[src/pkg/tmra_pkg.sv]
// Constants, register map and mode encodings for the timer channel
// How it works
// - Timer mode counts selected internal prescaled source
// - Timer mode counts down, reloads on underflow
// - Start flag set runs, cleared halts counting
// - Timer mode underflow raises interrupt request
// - Timer register read returns current count
// - Write while halted loads reload and counter
// - Write while running loads only reload
// - Timer mode gate input level starts and stops counting
// - Timer mode pulse output toggles on underflow
// - Channels one and two have no pins
// - Event mode counts pin edges or overflows
// - No channel counts two-phase; HAS_2PH only marks channels two and up
// - Direction from software or output pin level
// - Event mode reloads on over/underflow unless free-run
// - Event mode interrupt on overflow and underflow
// - Event mode free-run wraps without reloading
// - Event mode pulse output toggles on wrap
// - Mode register low two bits pick mode
package tmra_pkg;
  localparam int          TMRA_AW        = 5;
  localparam logic [4:0]  TMRA_OFF_START = 5'h00;
  localparam logic [4:0]  TMRA_OFF_MODE  = 5'h04;
  localparam logic [4:0]  TMRA_OFF_TIMER = 5'h08;
  localparam logic [4:0]  TMRA_OFF_STAT  = 5'h0c;
  localparam logic [4:0]  TMRA_OFF_MASK  = 5'h10;
  // Mode register fields
  localparam int MD_MODE_LO  = 0;
  localparam int MD_PULSE    = 2;
  localparam int MD_GATE_EN  = 3;
  localparam int MD_GATE_POL = 4;
  localparam int MD_SRC_LO   = 6;
  localparam int MD_EDGE     = 8;
  localparam int MD_DIR_EXT  = 9;
  localparam int MD_DIR_UP   = 10;
  localparam int MD_FREE     = 11;
  localparam int MD_EVSRC_LO = 12;
  localparam int MD_WIDTH    = 14;
  localparam logic [13:0] MD_RESET = 14'h0000;
  localparam logic [15:0] CNT_MAX  = 16'hffff;
  localparam logic [15:0] CNT_ZERO = 16'h0000;
  localparam logic [15:0] CNT_RESET = 16'hffff;
  localparam logic [4:0]  PRE_DIV8  = 5'h07;
  localparam logic [4:0]  PRE_DIV32 = 5'h1f;
  typedef enum logic [1:0] {
    TMRA_TIMER = 2'h0, TMRA_EVENT = 2'h1,
    TMRA_ONESHOT = 2'h2, TMRA_PWM = 2'h3
  } tmra_mode_t;
  typedef enum logic [1:0] {
    TMRA_SRC_DIV1 = 2'h0, TMRA_SRC_DIV8 = 2'h1,
    TMRA_SRC_DIV32 = 2'h2, TMRA_SRC_SUB32 = 2'h3
  } tmra_src_t;
  typedef enum logic [1:0] {
    TMRA_EV_PIN = 2'h0, TMRA_EV_BGRP = 2'h1,
    TMRA_EV_OTHER = 2'h2, TMRA_EV_RSV = 2'h3
  } tmra_evsrc_t;
endpackage

[src/tmra_channel.sv]
// One timer A channel: timer and single-phase event counter modes
`timescale 1ns/1ps
`default_nettype none
module tmra_channel
#(
  parameter int CHANNEL = 0
)
(
  input  wire logic        pclk,
  input  wire logic        presetn,
  input  wire logic        clk_en,
  input  wire logic        psel,
  input  wire logic        penable,
  input  wire logic        pwrite,
  input  wire logic [tmra_pkg::TMRA_AW-1:0] paddr,
  input  wire logic [31:0] pwdata,
  output logic      [31:0] prdata,
  output logic             pready,
  output logic             pslverr,
  input  wire logic        subclock_tick,
  input  wire logic        b_group_timer_two,
  input  wire logic        other_a_group_timer,
  input  wire logic        timer_input_pin,
  input  wire logic        timer_output_pin_in,
  output logic             timer_output_pin,
  output logic             timer_output_pin_oe,
  output logic             irq
);
  import tmra_pkg::*;

  // Channels without pins
  localparam bit HAS_PINS = (CHANNEL != 1) && (CHANNEL != 2);
  localparam bit HAS_2PH  = (CHANNEL >= 2);

  logic        start_q;
  logic [13:0] mode_q;
  logic [15:0] cnt_q, cnt_d;
  logic [15:0] reload_q;
  logic        pout_q;
  logic [1:0]  stat_q, mask_q;
  logic [4:0]  pre_q;
  logic [4:0]  subdiv_q;
  logic        pin_q, ev_src_q;
  logic [31:0] prdata_q;
  logic        pready_q, pslverr_q, irq_q;

  wire access  = psel & penable & ~pready_q;
  wire wr      = access & pwrite;
  wire rd      = access & ~pwrite;
  wire hit_start = paddr == TMRA_OFF_START;
  wire hit_mode  = paddr == TMRA_OFF_MODE;
  wire hit_timer = paddr == TMRA_OFF_TIMER;
  wire hit_stat  = paddr == TMRA_OFF_STAT;
  wire hit_mask  = paddr == TMRA_OFF_MASK;
  wire mapped = hit_start | hit_mode | hit_timer | hit_stat | hit_mask;

  // Mode field decode
  wire [1:0] mode_sel = mode_q[MD_MODE_LO+1:MD_MODE_LO];
  wire is_timer = mode_sel == TMRA_TIMER;
  wire is_event = mode_sel == TMRA_EVENT;
  wire [1:0] src_sel = mode_q[MD_SRC_LO+1:MD_SRC_LO];
  wire [1:0] ev_sel  = mode_q[MD_EVSRC_LO+1:MD_EVSRC_LO];
  wire pulse_en = mode_q[MD_PULSE] & HAS_PINS;
  wire gate_en  = mode_q[MD_GATE_EN] & HAS_PINS;
  wire free_run = mode_q[MD_FREE];

  // Internal prescaler: the subclock arrives as a tick already synced
  wire pre8  = (pre_q[2:0] == PRE_DIV8[2:0]);
  wire pre32 = (pre_q == PRE_DIV32);
  wire sub32 = subclock_tick & (subdiv_q == PRE_DIV32);
  logic src_tick;
  always_comb
  begin
    case (src_sel)
      TMRA_SRC_DIV1:  src_tick = 1'b1;
      TMRA_SRC_DIV8:  src_tick = pre8;
      TMRA_SRC_DIV32: src_tick = pre32;
      default:      src_tick = sub32;
    endcase
  end

  // Gate level: active level picked by polarity bit
  wire gate_ok = ~gate_en
    | (timer_input_pin == mode_q[MD_GATE_POL]);

  // Event sources, edge detected on the channel clock
  wire pin_rise = timer_input_pin & ~pin_q;
  wire pin_fall = ~timer_input_pin & pin_q;
  wire pin_edge = HAS_PINS
    & (mode_q[MD_EDGE] ? pin_fall : pin_rise);
  logic ev_raw;
  always_comb
  begin
    case (ev_sel)
      TMRA_EV_PIN:   ev_raw = pin_edge;
      TMRA_EV_BGRP:  ev_raw = b_group_timer_two & ~ev_src_q;
      TMRA_EV_OTHER: ev_raw = other_a_group_timer & ~ev_src_q;
      default:       ev_raw = 1'b0;
    endcase
  end
  wire ev_level = (ev_sel == TMRA_EV_BGRP) ? b_group_timer_two
                                          : other_a_group_timer;

  // Direction: external pin level overrides software when selected
  wire ext_dir = mode_q[MD_DIR_EXT] & HAS_PINS;
  wire count_up = ext_dir ? timer_output_pin_in
                          : mode_q[MD_DIR_UP];

  wire run = start_q;
  wire tick_t = is_timer & run & src_tick & gate_ok;
  wire tick_e = is_event & run & ev_raw;
  wire up_now = is_event & count_up;
  wire under = (tick_t | (tick_e & ~count_up)) & (cnt_q == CNT_ZERO);
  wire over  = tick_e & count_up & (cnt_q == CNT_MAX);
  wire wrap  = under | over;
  wire tmr_wr = wr & hit_timer;

  always_comb
  begin
    cnt_d = cnt_q;
    if (tmr_wr && !run)
      cnt_d = pwdata[15:0];
    else if (wrap && !(is_event && free_run))
      cnt_d = reload_q;
    else if (tick_t || tick_e)
      cnt_d = up_now ? cnt_q + 16'h0001
                     : cnt_q - 16'h0001;
  end

  wire [31:0] rd_mux =
      hit_start ? {31'h0, start_q}
    : hit_mode  ? {18'h0, mode_q}
    : hit_timer ? {16'h0, cnt_q}
    : hit_stat  ? {30'h0, stat_q}
    : hit_mask  ? {30'h0, mask_q}
    : 32'h0;

  // Status: bit0 wrap event, bit1 spare; set wins over write-one clear
  wire [1:0] stat_set = {1'b0, wrap};
  wire [1:0] stat_clr = (wr & hit_stat) ? pwdata[1:0] : 2'h0;
  wire [1:0] stat_d = stat_set | (stat_q & ~stat_clr);
  // Two-phase counting is not built; keep unused capability visible
  wire unused_ok = HAS_2PH;

  always_ff @(posedge pclk or negedge presetn)
  begin
    if (!presetn)
    begin
      start_q  <= 1'b0;
      mode_q   <= MD_RESET;
      cnt_q    <= CNT_RESET;
      reload_q <= CNT_RESET;
      pout_q   <= 1'b0;
      stat_q   <= 2'h0;
      mask_q   <= 2'h0;
      pre_q    <= 5'h00;
      subdiv_q <= 5'h00;
      pin_q    <= 1'b0;
      ev_src_q <= 1'b0;
      prdata_q <= 32'h0;
      pready_q <= 1'b0;
      pslverr_q <= 1'b0;
      irq_q    <= 1'b0;
    end
    else if (clk_en)
    begin
      pre_q    <= pre_q + 5'h01;
      if (subclock_tick)
        subdiv_q <= subdiv_q + 5'h01;
      pin_q    <= timer_input_pin;
      ev_src_q <= ev_level;
      cnt_q    <= cnt_d;
      stat_q   <= stat_d;
      irq_q    <= (|(stat_d & mask_q)) | (unused_ok & 1'b0);
      if (wrap && pulse_en && (is_timer || is_event))
        pout_q <= ~pout_q;
      if (wr && hit_start)
        start_q <= pwdata[0];
      if (wr && hit_mode)
        mode_q <= pwdata[MD_WIDTH-1:0];
      if (tmr_wr)
        reload_q <= pwdata[15:0];
      if (wr && hit_mask)
        mask_q <= pwdata[1:0];
      pready_q  <= access;
      pslverr_q <= access & ~mapped;
      if (rd)
        prdata_q <= rd_mux;
    end
  end

  assign prdata  = prdata_q;
  assign pready  = pready_q;
  assign pslverr = pslverr_q;
  assign irq     = irq_q;
  assign timer_output_pin    = pout_q;
  // Pin driven only in pulse output mode and never as direction input
  logic oe_q;
  always_ff @(posedge pclk or negedge presetn)
  begin
    if (!presetn)
      oe_q <= 1'b0;
    else if (clk_en)
      oe_q <= pulse_en & ~ext_dir;
  end
  assign timer_output_pin_oe = oe_q;
endmodule
`default_nettype wire
[config.mk]
export PLATFORM = sky130hd
export DESIGN_NAME = tmra_channel
export DESIGN_NICKNAME = d
export VERILOG_FILES = /design/src/pkg/tmra_pkg.sv /design/src/tmra_channel.sv
export SDC_FILE = /design/constraint.sdc
export NUM_CORES = 1
export LEC_CHECK = 0
export BUFFER_PORTS_ARGS = -buffer_cell sky130_fd_sc_hd__buf_2
export CAP_MARGIN = 40
export CORE_MARGIN = 1.5
export CORE_UTILIZATION = 35
export DETAILED_ROUTE_END_ITERATION = 16
export GPL_TIMING_DRIVEN = 0
export PLACE_DENSITY = 0.68
export SLEW_MARGIN = 0
export SYNTH_ARGS = -nofsm -noshare
export SYNTH_HDL_FRONTEND = slang
export SYNTH_SLANG_ARGS = --single-unit
[constraint.sdc]
create_clock -name pclk -period 3.2 [get_ports pclk]
set_clock_uncertainty 0.2 [all_clocks]
set_input_delay 0.32 -clock pclk [delete_from_list [all_inputs] [get_ports pclk]]
set_output_delay 0.32 -clock pclk [all_outputs]
set_load 0.01 [all_outputs]
==> results_dict.tcl <==
set metrics [dict create \
    synth-async-reset-ratio_pct 100.0 \
    timing.final.setup_violations 0 \
    effective_utilization_at_floorplan_pct 35.67 \
    yosys-top-cells-area "dfrtp_1 (26%), dfstp_2 (17%), mux2_2 (11%)" \
    worst-path-buf-inv 1 \
    regToRegStartpoint "mode_q[9]" \
    total_switching_power_uw 1591 \
    p_leak_uw 0.002602 \
    tns_ps 0 \
    postSynthAreaPerCell_um2 10.28 \
    grt_pass1_wl_mm 20.93 \
    gp_routability_congestion 0.9080 \
    syn_area_mm2 0.004913 \
    cts_made_buffers 9 \
    fin_crit_ps 3107 \
    path_cells "mux2i_4 -> nor2b_4 -> inv_6 -> ha_1 -> a21o_1 -> a21oi_2 -> a2bb2oi_1 -> o21ai_0 -> nor3_1 -> mux2i_1 -> a31oi_1" \
    aggregate_global_route_resource_usage_pct 18.71 \
    htreeDepth 3 \
    synth_enable_flop_cells 0 \
    post_synth_inst_count 478 \
    grt_max_degree 48 \
    placedInstanceArea_mm2 0.005485 \
    critical_path_required_ps 3250 \
    r2r.worst_path.cells 11 \
    end_kind "flip-flop" \
    worst_slew_slack_as_a_fraction_of_its_limit_pct 48.29 \
    criticalPathCategory "reg2reg" \
    clock_path_buffers 2 \
    transition_at_the_pin_with_the_smallest_max_transition_slack_ps 775.6 \
    slowest_stage "dfrtp_2" \
    gr-usage-met1_pct 24.13 \
    grt-ovfl-total 0 \
    power_per_unit_of_standard_cell_area_mw_per_mm2 766.1 \
    cts.reportedPaths.clkPinSlew_ps 60 \
    grt_busiest_layer "met2" \
    synth_cell_type_count 60 \
    drt_first_iter_violations 270 \
    design.core.area_mm2 0.01377 \
    die_width_um 121.5 \
    cts_tree "yes" \
    dominant_combinational_cell_family_by_area_after_synthesis "simple AND/OR/NAND/NOR gates" \
    core.rowCount 43 \
    run_status "completed" \
    ys_seq_elements 84 \
    top_level_ports 85 \
    netSwitchingFraction_pct 34.80 \
    detailed_place_hpwl_mm 9.556 \
    detail_route.drc_violations 0 \
    intPower_uw 2981 \
    power.share.sequential_pct 36.0 \
    syn2layout_area_growth_pct 21.47 \
    cp_top_family "compound AO/OA/AOI/OAI gates" \
    antenna_cells_inserted 0 \
    firstDrtPassIters 5 \
    drt-total-wl_mm 13.23 \
    clkPwrFrac_pct 26.3 \
    portBuffers 51 \
    synthFlopType "dfrtp_1" \
    critical_path_arrival_ps 3160 \
    holdCritPathClass "in2reg" \
    share_of_the_synthesized_area_in_compound_gates_ao_oa_aoi_oai_pct 12.96 \
    ant_nets 0 \
    synth_xor_xnor_area_share_pct 3.209 \
    cpPeakStageDelay_ps 460 \
    yosys.area_share.adder_pct 6.264 \
    hold_viol_final 0 \
    crit_reg_reg_endpoint "cnt_q[15]" \
    timing.hold.worst_path_depth 2 \
    vdd_ir_drop_max_mv 0.3288 \
    layout.cell_area.non_filler_mm2 0.005968 \
    combPwrFrac_pct 37.6 \
    route.detailed.wl_per_inst_um 17.76 \
    clk_root_buffer_cell "clkbuf_16" \
    maximum_capacitance_violations 0 \
    insertion_delay_ps 350 \
    vias 4140 \
    grt_antenna_before_repair 0 \
    mux_cell_area_share_after_synthesis_pct 12.66 \
    max_clock_freq_ghz 0.3218 \
    critical_path.startpoint_type "flip-flop" \
    slew_violations 0 \
    fin_ws_ps 92.86 \
    detailedPlace.worstSlack_ps -401.1 \
    synth_top_area_cell "dfrtp_1" \
    yosys_warnings 0 \
    numnets_final 632 \
    numClockSinks 84 \
    synth-simple-area-share_pct 16.45 \
    post_route_cells_drive_above_1_share_pct 34.34 \
    endpoint "cnt_q[15]" \
    synthDominantCellAreaShare_pct 26.48 \
    vias_in_the_first_global_route 4043 \
    groute.layer.met3.usage_pct 4.840 \
    crit_cells 11 \
    met2_usage_pct 29.52 \
    path_max_fanout 15 \
    post_drt_via_cell_ratio 5.557 \
    die_height_um 121.5 \
    synth_sequential_area_ratio_pct 43.60 \
    floorplan_die_area_mm2 0.01476 \
    period_share_pct 97.10 \
    timing.critical_path.from "mode_q[9]" \
    rrSetupSlack_ps 90 \
]
## flip-flops by register name (all words and copies together), names as in the netlist
register / count
run: 1
pready: 1
pin_q: 1
mode_q: 14
prdata: 16
reload_q: 16
pslverr: 1
cnt_q: 16
timer_output_pin_oe: 1
mask_q: 2
subdiv_q: 5
stat_q: 2
pre_q: 5
ev_src_q: 1
irq: 1
timer_output_pin: 1
## metal layers
layer	up-vias	share of wire (%)	wire length (µm)
met3	29	6.8	901
met1	2053	43	5702
met2	169	48	6327
li1	1889	-	-
met4	0	2.2	297
met5	-	0	0
## final cells by class
| class | instances | area, µm² |
|---|---|---|
| buffer | 31 | 193.9 |
| tap | 180 | 225.2 |
| clock buffer | 10 | 229.0 |
| inverter | 11 | 46.29 |
| clock inverter | 6 | 112.6 |
| timing repair buffer | 56 | 317.8 |
| sequential | 84 | 2145 |
| fill | 1337 | 7805 |
| multi-input combinational | 367 | 2699 |
## power by group through the flow
stage / clock, µW / combinational, µW / sequential (µW)
2_1_floorplan: 0 / 1230 / 1570
3_3_place_gp: 0 / 1500 / 1620
3_5_place_dp: 0 / 1580 / 1640
4_1_cts: 1220 / 1630 / 1620
5_1_grt: 1270 / 1920 / 1670
6_report: 1200 / 1720 / 1650
## how the worst min path moves through the flow
stage | from | to | slack (ps)
3_5_place_dp | presetn | pslverr | 120
3_3_place_gp | subdiv_q[3] | subdiv_q[3] | 250
2_1_floorplan | presetn | ev_src_q | -180
6_report | pwdata[14] | reload_q[14] | 30
5_1_grt | pwdata[14] | reload_q[14] | 30
4_1_cts | pwdata[14] | reload_q[14] | 30
## cell usage after synthesis (9+ instances only)
| cell type | count |
|---|---|
| a21oi_1 | 17 |
| a221oi_1 | 18 |
| buf_4 | 16 |
| clkbuf_1 | 9 |
| dfrtp_1 | 52 |
| dfstp_2 | 32 |
| ha_1 | 23 |
| inv_1 | 11 |
| mux2_2 | 47 |
| nand2_1 | 35 |
| nand3_1 | 21 |
| nor2_1 | 52 |
| nor3_1 | 14 |
| o21ai_0 | 14 |
| xnor2_1 | 12 |
## per-stage QoR
step	total power, µW	hold slack, ps	cells	util, %
after floorplan	2801	-175.6	493	-
after global placement	3125	252.7	724	39.57
after detailed placement	3221	123.4	725	39.83
after CTS	4478	28.01	742	42.62
after global routing	4859	31.95	745	43.33
final	4572	27.52	745	43.33
## placed cells by master, fill, tap and decap left out, types with 12 or more instances in the layout
cell type  synthesis  routed
nand3_1           21      21
buf_4             16      20
buf_2              2      52
mux2_2            47      47
ha_1              23      18
dfstp_2           32      32
xnor2_1           12      12
dfrtp_1           52      50
conb_1             1      16
o21ai_0           14      13
a221oi_1          18      17
nor3_1            14      13
a21oi_1           17      16
nand2_1           35      35
nor2_1            52      52
## logic make-up (layout without fill, tap and decap cells)
family | count (synthesis) | in the layout
DFF | 84 | 84
buffers and inverters | 42 | 114
AOI/OAI and AO/OA | 87 | 87
xor gates and xnor gates | 18 | 18
adders and majority gates | 24 | 24
and+or+nand+nor | 167 | 167
other | 1 | 16
muxes | 55 | 55
## repair_timing
action | CTS | global route
setup endpoints to repair | 6 | 4
resized for setup | 9 | 13
endpoints found under the hold margin | 29 | 0
hold buffers | 1 | 0
pin swaps | 0 | 1
setup buffers | 0 | 2
Power figures use the tool's default switching activity.
